[config.mk]
export PLATFORM = sky130hd
export DESIGN_NAME = ledfd_diag
export DESIGN_NICKNAME = d
export VERILOG_FILES = /design/src/hdl/ledfd_diag.v
export VERILOG_INCLUDE_DIRS = /design/src /design/src/pkg
export SDC_FILE = /design/constraint.sdc
export NUM_CORES = 1
export LEC_CHECK = 0
export BUFFER_PORTS_ARGS = -buffer_cell sky130_fd_sc_hd__buf_2
export CORE_ASPECT_RATIO = 1.25
export CORE_UTILIZATION = 50
export DETAILED_ROUTE_END_ITERATION = 7
export PLACE_DENSITY = 0.73
export SKIP_CTS_REPAIR_TIMING = 1
export SLEW_MARGIN = 0
export SYNTH_ARGS = -nofsm -noshare
export SYNTH_HDL_FRONTEND = slang
export SYNTH_SLANG_ARGS = --single-unit
[constraint.sdc]
create_clock -name clock -period 6.6 [get_ports clock]
set_input_delay 0.99 -clock clock [delete_from_list [all_inputs] [get_ports clock]]
set_output_delay 0.99 -clock clock [all_outputs]
set_load 0.05 [all_outputs]
[src/pkg/ledfd_regs.vh]
// Purpose: constants for the led fault diagnostics block
// Assumes: 50 MHz system clock
// Notes: command codes marked own are free choices of this design
`ifndef LEDFD_REGS_VH
`define LEDFD_REGS_VH
// =============================================
// timing
`define LFD_CLK_NS 20
`define LFD_CLK_MHZ 50
`define LFD_ADJ_T0_US 10
`define LFD_ADJ_T1_US 20
`define LFD_ADJ_CYC0 (`LFD_ADJ_T0_US * `LFD_CLK_MHZ)
`define LFD_ADJ_CYC1 (`LFD_ADJ_T1_US * `LFD_CLK_MHZ)
`define LFD_STAG_NS 50
`define LFD_STAG_CYC ((`LFD_STAG_NS + `LFD_CLK_NS - 1) / `LFD_CLK_NS)
`define LFD_GROUPS 4
// =============================================
// grayscale edge numbers
`define LFD_EARLY_EDGE 13'h0009
`define LFD_FULL_12 13'h1000
`define LFD_FULL_10 13'h0400
`define LFD_FULL_8 13'h0100
// =============================================
// serial frame and commands
`define LFD_SR_W 288
`define LFD_CMD_HI 287
`define LFD_CMD_LO 276
`define LFD_FC_HI 204
`define LFD_FC_LO 192
`define LFD_CMD_FC 12'h000
`define LFD_CMD_CLEAR 12'hA53
`define LFD_CMD_GRESET 12'hA5C
`define LFD_CMD_ADJ 12'hA51
`define LFD_CMD_NEG 12'hA55
`define LFD_CMD_SELF 12'hA56
// =============================================
// function control field positions (within the 13-bit word)
`define LFD_FC_MASK 12
`define LFD_FC_ADJ_CUR 8
`define LFD_FC_ADJ_TIME 7
`define LFD_FC_GS_HI 6
`define LFD_FC_GS_LO 5
`define LFD_FC_RESET 13'h1000
// =============================================
// check results and readout layout
`define LFD_RES_NONE 3'h0
`define LFD_RES_PASS 3'h3
`define LFD_RES_FAIL 3'h6
`define LFD_RO_W 132
`endif

[src/hdl/ledfd_diag.v]
// Purpose: diagnostic, fault-status and command logic of an led sink driver
// Assumes: all pin inputs are asynchronous to clock and are resynchronised
// Notes: pwm counting and serial clock are sampled as ordinary inputs
//
// Summary of operation
// - early and late sets, 24 open/short each
// - early set captured on 9th count edge
// - late set captured on edge 4095/1023/255
// - result bits follow raw detector levels
// - pullup enabled only while channel off
// - adjacent check writes pass or fail result
// - adjacent result bits map blue/pins/red
// - adjacent fail latches, pulls fault low
// - probe current select drives probe strength
// - probe time select sets 10 or 20 us
// - reference open/short latch, force 10 mA
// - thermal warning latches until cleared
// - shutdown turns outputs off, flag latches
// - negate command sets markers, inverts results
// - self-test writes pass or fail result
// - fault pin from ten status bits, masked leds
// - error clear loads readout, clears gone faults
// - global reset command restores all defaults
// - four turn-on groups staggered by 3 clocks (60 ns)
// - commands decoded from top bits at latch
// - grayscale depth 0x 12-bit, 10, 11
// - mask keeps led failures off fault pin
`include "ledfd_regs.vh"
`timescale 1ns/1ps
`default_nettype none
module ledfd_diag (
   input wire clock,
   input wire reset_n,
   input wire serial_clock,
   input wire serial_data_in,
   input wire latch,
   input wire pwm_count_clock,
   input wire [23:0] open_detect,
   input wire [23:0] short_detect,
   input wire [23:0] channel_on,
   input wire [23:0] adj_short_in,
   input wire selftest_fail_in,
   input wire ref_open_in,
   input wire ref_short_in,
   input wire therm_warn_in,
   input wire therm_sd_in,
   output wire serial_data_out,
   output reg fault_output_n_o,
   output reg fault_output_n_oe_n,
   output reg force_10ma,
   output reg adj_probe_en,
   output reg adjacent_probe_current_sel,
   output reg [23:0] sink_drive,
   output reg [23:0] pullup_en
);
   // =============================================
   // input synchronisers
   // detector inputs are levels, so skew between bits only moves a sample one clock
   wire [104:0] raw;
   reg [104:0] s1_q;
   reg [104:0] s2_q;
   reg [2:0] prev_q;
   assign raw = {serial_clock, serial_data_in, latch, pwm_count_clock, open_detect,
      short_detect, channel_on, adj_short_in, selftest_fail_in, ref_open_in,
      ref_short_in, therm_warn_in, therm_sd_in};
   always @(posedge clock or negedge reset_n) begin
      if (!reset_n) begin
         s1_q <= 105'h0;
         s2_q <= 105'h0;
         prev_q <= 3'h0;
      end else begin
         s1_q <= raw;
         s2_q <= s1_q;
         prev_q <= {s2_q[104], s2_q[102], s2_q[101]};
      end
   end
   wire sck_s = s2_q[104];
   wire sdi_s = s2_q[103];
   wire lat_s = s2_q[102];
   wire pwm_count_clock_s = s2_q[101];
   wire [47:0] det_s = s2_q[100:53];
   wire [23:0] on_s = s2_q[52:29];
   wire [23:0] adj_s = s2_q[28:5];
   wire st_fail_s = s2_q[4];
   wire ref_open_s = s2_q[3];
   wire ref_short_s = s2_q[2];
   wire warn_s = s2_q[1];
   wire tsd_s = s2_q[0];
   wire sck_rise = sck_s & ~prev_q[2];
   wire lat_rise = lat_s & ~prev_q[1];
   wire pwm_count_clock_rise = pwm_count_clock_s & ~prev_q[0];

   // =============================================
   // state
   reg [`LFD_SR_W-1:0] shift_q;
   reg lat_at_sck_q;
   reg c_clr_q;
   reg c_grst_q;
   reg c_adj_q;
   reg c_neg_q;
   reg c_self_q;
   reg c_fc_q;
   reg [12:0] fc_q;
   reg [1:0] neg_q;
   reg [47:0] early_q;
   reg [47:0] late_q;
   reg [11:0] gcnt_q;
   reg [2:0] adjres_q;
   reg [23:0] adj_q;
   reg [2:0] st_q;
   reg [3:0] flag_q;
   reg adj_busy_q;
   reg [10:0] adj_cnt_q;

   wire [11:0] cmd = shift_q[`LFD_CMD_HI:`LFD_CMD_LO];
   wire [12:0] gnext = {1'b0, gcnt_q} + 13'h0001;
   reg [12:0] gfull;
   always @* begin
      case (fc_q[`LFD_FC_GS_HI:`LFD_FC_GS_LO])
         2'b10: gfull = `LFD_FULL_10;
         2'b11: gfull = `LFD_FULL_8;
         default: gfull = `LFD_FULL_12;
      endcase
   end
   // probe lengths are cut to the counter width on purpose
   localparam [31:0] ADJ_LEN0 = `LFD_ADJ_CYC0;
   localparam [31:0] ADJ_LEN1 = `LFD_ADJ_CYC1;
   wire [10:0] adj_len = fc_q[`LFD_FC_ADJ_TIME] ? ADJ_LEN1[10:0] : ADJ_LEN0[10:0];
   wire [47:0] inv = {48{neg_q[0]}};
   // status order: thermal error, warning, ref short, ref open, self-test, adjacent
   wire [9:0] err_status = {flag_q, st_q, adjres_q};

   // healthy channel: early all clear, late short only (after undoing negation)
   wire [47:0] e_raw = early_q ^ inv;
   wire [47:0] l_raw = late_q ^ inv;
   wire led_fail = |(e_raw[47:24] | e_raw[23:0] | l_raw[47:24] | ~l_raw[23:0]);

   // =============================================
   // serial shift register and command decode
   always @(posedge clock or negedge reset_n) begin
      if (!reset_n) begin
         shift_q <= {`LFD_SR_W{1'b0}};
         lat_at_sck_q <= 1'b0;
         {c_clr_q, c_grst_q, c_adj_q, c_neg_q, c_self_q, c_fc_q} <= 6'h0;
      end else begin
         {c_clr_q, c_grst_q, c_adj_q, c_neg_q, c_self_q, c_fc_q} <= 6'h0;
         if (c_grst_q) begin
            shift_q <= {`LFD_SR_W{1'b0}};
            lat_at_sck_q <= 1'b0;
         end else if (c_clr_q) begin
            // readout snapshot taken before the clear lands in the flags
            shift_q <= {{(`LFD_SR_W-`LFD_RO_W){1'b0}}, early_q, late_q,
               neg_q, err_status, adj_q};
         end else if (sck_rise) begin
            shift_q <= {shift_q[`LFD_SR_W-2:0], sdi_s};
            lat_at_sck_q <= lat_s;
         end
         // pulses last one clock so a held latch cannot run a command twice
         if (lat_rise && lat_at_sck_q) begin
            c_fc_q <= (cmd == `LFD_CMD_FC);
            c_clr_q <= (cmd == `LFD_CMD_CLEAR);
            c_grst_q <= (cmd == `LFD_CMD_GRESET);
            c_adj_q <= (cmd == `LFD_CMD_ADJ);
            c_neg_q <= (cmd == `LFD_CMD_NEG);
            c_self_q <= (cmd == `LFD_CMD_SELF);
         end
      end
   end
   assign serial_data_out = shift_q[`LFD_SR_W-1];

   // =============================================
   // diagnostics and status
   always @(posedge clock or negedge reset_n) begin
      if (!reset_n) begin
         fc_q <= `LFD_FC_RESET;
         neg_q <= 2'h0;
         early_q <= 48'h0;
         late_q <= 48'h0;
         gcnt_q <= 12'h0;
         adjres_q <= `LFD_RES_NONE;
         adj_q <= 24'h0;
         st_q <= `LFD_RES_NONE;
         flag_q <= 4'h0;
         adj_busy_q <= 1'b0;
         adj_cnt_q <= 11'h0;
      end else if (c_grst_q) begin
         fc_q <= `LFD_FC_RESET;
         neg_q <= 2'h0;
         early_q <= 48'h0;
         late_q <= 48'h0;
         gcnt_q <= 12'h0;
         adjres_q <= `LFD_RES_NONE;
         adj_q <= 24'h0;
         st_q <= `LFD_RES_NONE;
         flag_q <= 4'h0;
         adj_busy_q <= 1'b0;
         adj_cnt_q <= 11'h0;
      end else begin
         if (c_fc_q)
            fc_q <= shift_q[`LFD_FC_HI:`LFD_FC_LO];
         if (c_neg_q)
            neg_q <= 2'h3;
         if (pwm_count_clock_rise) begin
            // a depth change mid-cycle cannot leave the count above the new end
            gcnt_q <= (gnext >= gfull) ? 12'h0 : gnext[11:0];
            if (gnext == `LFD_EARLY_EDGE)
               early_q <= det_s ^ inv;
            // late sample lands one edge before the wrap
            if (gnext == gfull - 13'h0001)
               late_q <= det_s ^ inv;
         end
         // error clear drops only what has gone; sets below override it
         if (c_clr_q) begin
            if (adj_s == 24'h0)
               adjres_q <= `LFD_RES_NONE;
            adj_q <= adj_q & adj_s;
            if (!st_fail_s)
               st_q <= `LFD_RES_NONE;
            flag_q <= flag_q & {tsd_s, warn_s, ref_short_s, ref_open_s};
         end
         // a check command while one runs is dropped, not queued
         if (c_adj_q && !adj_busy_q) begin
            adj_busy_q <= 1'b1;
            adj_cnt_q <= adj_len;
         end else if (adj_busy_q) begin
            adj_cnt_q <= adj_cnt_q - 11'h001;
            if (adj_cnt_q == 11'h001) begin
               adj_busy_q <= 1'b0;
               adjres_q <= (adj_s == 24'h0) ? `LFD_RES_PASS : `LFD_RES_FAIL;
               adj_q <= adj_s;
            end
         end
         // a new self-test result replaces any earlier one
         if (c_self_q)
            st_q <= st_fail_s ? `LFD_RES_FAIL : `LFD_RES_PASS;
         // sets come last so they win over a clear in the same clock
         if (ref_open_s)
            flag_q[0] <= 1'b1;
         if (ref_short_s)
            flag_q[1] <= 1'b1;
         if (warn_s)
            flag_q[2] <= 1'b1;
         if (tsd_s)
            flag_q[3] <= 1'b1;
      end
   end

   // =============================================
   // pins
   wire adj_fail = (adjres_q == `LFD_RES_FAIL);
   wire st_fail = (st_q == `LFD_RES_FAIL);
   wire led_term = ~fc_q[`LFD_FC_MASK] & led_fail;
   wire fault_any = adj_fail | st_fail | (|flag_q) | led_term;
   always @(posedge clock or negedge reset_n) begin
      if (!reset_n) begin
         fault_output_n_o <= 1'b0;
         fault_output_n_oe_n <= 1'b1;
         force_10ma <= 1'b0;
         adj_probe_en <= 1'b0;
         adjacent_probe_current_sel <= 1'b0;
      end else begin
         fault_output_n_o <= 1'b0;
         // open drain: enable (low) pulls the pin low
         fault_output_n_oe_n <= ~fault_any;
         // follows the live condition; only the flag latches
         force_10ma <= ref_open_s | ref_short_s;
         adj_probe_en <= adj_busy_q;
         adjacent_probe_current_sel <= fc_q[`LFD_FC_ADJ_CUR];
      end
   end

   // =============================================
   // group staggering, one delay line per channel
   // the step is rounded up to whole clocks, so groups trail a little more than asked
   localparam HIST_W = (`LFD_GROUPS - 1) * `LFD_STAG_CYC + 1;
   genvar i;
   generate
      for (i = 0; i < 24; i = i + 1) begin : g_ch
         reg [HIST_W-1:0] hist_q;
         // group is channel index mod 4, each a fixed step later
         wire tap = hist_q[(i % `LFD_GROUPS) * `LFD_STAG_CYC];
         always @(posedge clock or negedge reset_n) begin
            if (!reset_n) begin
               hist_q <= {HIST_W{1'b0}};
               sink_drive[i] <= 1'b0;
               pullup_en[i] <= 1'b1;
            end else if (c_grst_q) begin
               // outputs restart from off after a global reset
               hist_q <= {HIST_W{1'b0}};
               sink_drive[i] <= 1'b0;
               pullup_en[i] <= 1'b1;
            end else begin
               hist_q <= {hist_q[HIST_W-2:0], on_s[i]};
               sink_drive[i] <= tap & ~tsd_s;
               pullup_en[i] <= ~(tap & ~tsd_s);
            end
         end
      end
   endgenerate
endmodule
`default_nettype wire

### Yosys cells after proc, flatten, opt, wreduce, memory -nomap -nowiden

Cells that the tools add are included.

* divide/modulo/power cells: 0
* order comparisons: 1
* bitwise gates (word level): 71
* mux-type cells: 129
* equal/unequal tests: 14
* shift operators: 0
* $add $sub $neg: 3
* reduce and logical (&&, ||, !) cells: 24
* multiply operators: 0

Operator list (count)
* 288-bit 2-to-1 mux: 3
* 48-bit 2-to-1 mux: 6
* 48-bit bitwise XOR: 3
* 24-bit 2-to-1 mux: 5
* 24-bit bitwise OR: 3
* 1-bit 2-to-1 mux: 71
* 10-bit 2-to-1 mux: 7
* 12-bit == test, second input constant: 5
* 7-bit 2-to-1 mux: 6
* 12-bit 2-to-1 mux: 3
* 3-bit 2-to-1 mux: 12
* 11-bit 2-to-1 mux: 3
* 4-bit 2-to-1 mux: 8
* 1-bit inverter: 30
* 1-bit bitwise AND: 28
* 13-bit 2-to-1 mux: 2
* 13-bit case mux with 2 select lines: 1
* 24-bit bitwise AND: 1
* 24-bit zero test: 1
* 24-bit inverter: 1
* 24-bit OR reduction: 1
* 3-bit nonzero test: 7
* 12-bit by 1-bit adder with 13-bit output, second input constant: 1
* 13-bit == test: 1
* other kinds (18): 33

* latch bits: 0
* output and inout bits: 54
* memories: 0
* memory bits (read-only): 0
* logic and storage cells: 343
* register bits: 861
* RAM bits: 0

### Depth between registers and ports, before layout

* depth after elaboration: 8
* depth in mapped cells: 13

### Least setup slack after synthesis

Ideal clock, no wire load.

* path kind: register to register
* start: register gcnt_q[0]
* end: register late_q[27]
* stages on the path, launching flop included: 14
* period minus slack after synthesis: 2.838 ns
* arrival: 2.706 ns
* slack: 3.762 ns
* library setup time: 0.132 ns
* buffers on the path: 2
* cell sequence: dfrtp_1 > ha_1 > nand2_1 > nor2_1 > nand2_1 > xor2_1 > ha_1 > nor4_1 > nand4_1 > nor4_4 > buf_6 > buf_6 > mux2i_1 > nor2_1

* cells in the longest elaborated chain, start to end: 4

Ends and longest elaborated chain
* start: declaration: line ledfd_diag.v:107 `reg [11:0] gcnt_q;`
* start signal: assignment: line ledfd_diag.v:205 `gcnt_q <= (gnext >= gfull) ? 12'h0 : gnext[11:0];`
* 12-bit by 1-bit adder with 13-bit output: line ledfd_diag.v:116 `wire [12:0] gnext = {1'b0, gcnt_q} + 13'h0001;`
* 13-bit == test: line ledfd_diag.v:209 `if (gnext == gfull - 13'h0001)`
* 2-bit nonzero test (no line)
* 2-bit AND reduction (no line)
* end signal: assignment: line ledfd_diag.v:210 `late_q <= det_s ^ inv;`
* end: declaration: line ledfd_diag.v:106 `reg [47:0] late_q;`

Every way passes these cells.
A chain may end at the register's enable or synchronous reset.

### Worst setup path after layout

* start: register gcnt_q[0]
* end: register gcnt_q[7]

* cells in the longest elaborated chain, start to end: 5

Ends and longest elaborated chain
* 12-bit by 1-bit adder with 13-bit output (*): line ledfd_diag.v:116
* 13-bit greater-or-equal comparator: line ledfd_diag.v:205
* 12-bit 2-to-1 mux (*): line ledfd_diag.v:205
* 12-bit 2-to-1 mux (*): line ledfd_diag.v:203 `if (pwm_count_clock_rise) begin`
* 12-bit 2-to-1 mux (*): line ledfd_diag.v:186 `end else if (c_grst_q) begin`

Mark *: on every way between the ends. The rest lies on a longest branch, timed or not. The select of a mux whose other input is x is not followed.

==> flow_summary.toml <==
[clocking]
clk_latency_ns = 0.63
cts_tree = "built"
cts_made_buffers = 81
htree_levels = 3
clock-sinks = 852
cts_root_buf = "clkbuf_16"
clk_path_buf_depth = 3
clk_pin_slew_ns = 0.06

[pwr]
peakVddDrop_v = 0.000245
power.density_nw_per_um2 = 300
p_leak_nw = 16.8

[timing]
hold_slack_ns = 0.323
worst_pin_slew_ns = 1.11
post-route-period-util = 0.523
clock_skew_ns = 0.0401
relSlewSlack = 0.263
finalMaxSlewViolations = 0
period_minus_slack_ns = 3.45
hold_violations = 0
setup_slack_ns = 3.15
setup_violations = 0
rsz0062_at_grt = "no"
max_freq_ghz = 0.290
tns_ns = 0

[yosys]
synth.top_cell.area_share = 0.659
yosys_most_used_dff = "dfrtp_1"
postSynthCellCount = 2677
synthArstFlopShare = 1.00
synthDistinctLibCells = 58
ys_warn_count = 0
synth_area_um2 = 31400
syn_nets = 2793
yosysSeqAreaShare = 0.681
syn_avg_cell_area_um2 = 11.7
synth_top_area_cell = "dfrtp_1"
synth_area_leaders = "dfrtp_1 66%, a21oi_1 4.4%, a22o_1 4.4%, nand2_1 3.8%, nor2_1 3.8%"
ys_seq_elements = 852
synth_edf_count = 0

[global_routing]
grt_pass1_wl_um = 102000
grt_use_met3 = 0.0321
grt_overflow_total = 0
first_global_vias = 20200
grt_max_degree = 185
grtUsageMet2 = 0.339
top_usage_layer = "met2"
track_usage = 0.197
grt_antenna_before_repair = 2
met1_usage = 0.250

[place]
place_congestion = 0.824
dp_hpwl_um = 35500
dp_slack_ns = 3.15
io_buffers = 159

[layout]
area_growth_pct = 13.5
multi_input_area_um2 = 9170
n_fill_cell = 5052
drive_gt1_frac = 0.128
register_area_um2 = 21400
final_nets = 2883

[critical_path]
end_kind = "flop"
r2r_end = "gcnt_q[7]$_DFFE_PN0P_"
reg2reg_slack_ns = 3.15
crit_chain = "ha_1 > nand2_1 > nor2_1 > nand2_1 > xor2_1 > ha_1 > nand2_1 > nor2_1 > a211o_1 > a22oi_1 > nor2_1 > o21ai_0"
r2r-start = "gcnt_q[0]$_DFFE_PN0P_"
crit_path_max_incr_delay_ns = 0.78
startpoint_type = "flop"
critPathArrivalTime_ns = 3.98
crit_type = "flop to flop"
worstRegToRegCells = 12
crit_fanout = 13
worstPathRequired_ns = 7.13
cpMaxStageDelayCell = "a22oi_1"

[route]
routed_wl_um = 61300
routedWlPerCell_um = 16.7
first_pass_iters = 6
drc = 0
drt-initial-drc-count = 1584
num_vias = 19700
ant_nets = 0
routed_via_density = 5.38

[floorplan]
core_area_um2 = 62000
fp.dieArea_um2 = 63700
die_h_um = 282
io_pins = 161
core.rowCount = 102
die_x_um = 226
start_util = 0.506

[status]
status = "finished, final reports clean"

[job]
cap_viol_max_count = 0

[hold_path]
holdPathStages = 0
holdPathEnd = "s2_q[97]$_DFF_PN0_"
hp-start = "s1_q[97]$_DFF_PN0_"
hold_path_class = "flop to flop"
==> synth_stat cells (all sizes together), types with 5 or more instances <==
master	n
a21oi	275
a22o	157
a31oi	5
buf	25
clkbuf	153
dfrtp	826
dfstp	26
ha	9
inv	38
mux2i	102
nand2	320
nand2b	8
nand3	22
nand4	27
nor2	320
nor2b	140
nor3	52
nor4	41
o21ai	12
o22ai	6
xnor2	7
xor2	53
==> worst max-delay path: cells and delay by family, from the launching register on <==
family | cells | cell delay (ns)
fa+ha+maj | 2 | 0.58
flops | 1 | 0.46
xor+xnor | 1 | 0.21
simple gates | 6 | 0.81
compound gates | 3 | 1.31
==> placed cells by master (no fill, tap or decap), drive strengths merged, types with 3 or more instances in the layout <==
| cell type | synthesis | layout |
|---|---|---|
| inv | 38 | 41 |
| o22ai | 6 | 6 |
| a22o | 157 | 157 |
| or4 | 3 | 3 |
| and3 | 4 | 4 |
| nor3 | 52 | 52 |
| mux2i | 102 | 102 |
| ha | 9 | 9 |
| a21oi | 275 | 275 |
| clkbuf | 153 | 113 |
| nor2b | 140 | 140 |
| nand2b | 8 | 8 |
| mux2 | 3 | 3 |
| nor2 | 320 | 320 |
| or2 | 4 | 4 |
| nand3 | 22 | 22 |
| a221oi | 3 | 3 |
| xnor2 | 7 | 7 |
| a31oi | 5 | 5 |
| clkinv | 0 | 19 |
| nor4 | 41 | 41 |
| and4 | 3 | 3 |
| dfstp | 26 | 26 |
| xor2 | 53 | 53 |
| o21ai | 12 | 12 |
| a311oi | 4 | 4 |
| nand4 | 27 | 27 |
| clkinvlp | 0 | 5 |
| nand2 | 320 | 320 |
| bufinv | 0 | 9 |
| dfrtp | 826 | 826 |
| buf | 25 | 185 |
==> state kept, by name, summed over array words and instances, names as in the netlist, 3 cells and up <==
register / count
shift_q: 288
g_ch.hist_q: 132
s1_q: 105
s2_q: 105
early_q: 48
late_q: 48
adj_q: 24
pullup_en: 24
sink_drive: 24
gcnt_q: 12
adj_cnt_q: 11
fc_q: 5
flag_q: 4
adjres_q: 3
prev_q: 3
st_q: 3
==> worst max path at each step <==
| stage | to | depth (start not counted) | from |
|---|---|---|---|
| after floorplan | late_q[27]$_DFFE_PN0P_ | 13 | gcnt_q[0]$_DFFE_PN0P_ |
| after global placement | gcnt_q[2]$_DFFE_PN0P_ | 12 | gcnt_q[0]$_DFFE_PN0P_ |
| after detailed placement | gcnt_q[6]$_DFFE_PN0P_ | 12 | gcnt_q[0]$_DFFE_PN0P_ |
| after CTS | gcnt_q[7]$_DFFE_PN0P_ | 12 | gcnt_q[0]$_DFFE_PN0P_ |
| after global routing | gcnt_q[7]$_DFFE_PN0P_ | 12 | gcnt_q[0]$_DFFE_PN0P_ |
| final | gcnt_q[7]$_DFFE_PN0P_ | 12 | gcnt_q[0]$_DFFE_PN0P_ |
==> layer usage <==
layer  part of all wire  wire [um]
met1               0.42      25600
met2               0.51      31500
met3              0.041       2490
met4              0.028       1740
met5                  0          0
==> final cells by class <==
| type | count | area share |
|---|---|---|
| flip-flops and latches | 852 | 0.600 |
| multi-input cells | 1609 | 0.258 |
| clock buffers | 113 | 0.0643 |
| repair buffers | 185 | 0.0295 |
| well taps | 832 | 0.0293 |
| clock inverters | 36 | 0.0145 |
| inverters | 38 | 0.00401 |
| diodes | 2 | 0.000141 |
==> per-stage QoR <==
step / instances / power [mW] / utilization / cell area (um^2)
floorplan: 2677 / 5.77 / - / 31400
global placement: 3516 / 5.97 / 0.528 / 32800
detailed placement: 3516 / 5.99 / 0.528 / 32800
CTS: 3665 / 10.8 / 0.574 / 35600
global route: 3667 / 11.1 / 0.574 / 35600
finish: 3667 / 10.7 / 0.574 / 35600
==> kinds of logic after synthesis <==
group	Yosys count	synth area share
other	1	0.000120
adder cells (fa/ha/maj)	9	0.00359
AND/OR/NAND/NOR	955	0.139
multiplexers	105	0.0336
AO/OA/AOI/OAI	479	0.0983
XOR/XNOR	60	0.0170
buffers and inverters	216	0.0275
flip-flops	852	0.681
==> report_power, final <==
group	leakage, nW	switching (mW)	internal, mW
Clock	1.36	1.99	2.81
Combinational	4.52	0.306	0.116
Sequential	10.9	0.0799	5.39
Total	16.8	2.38	8.31
Power figures use the tool's default switching activity.
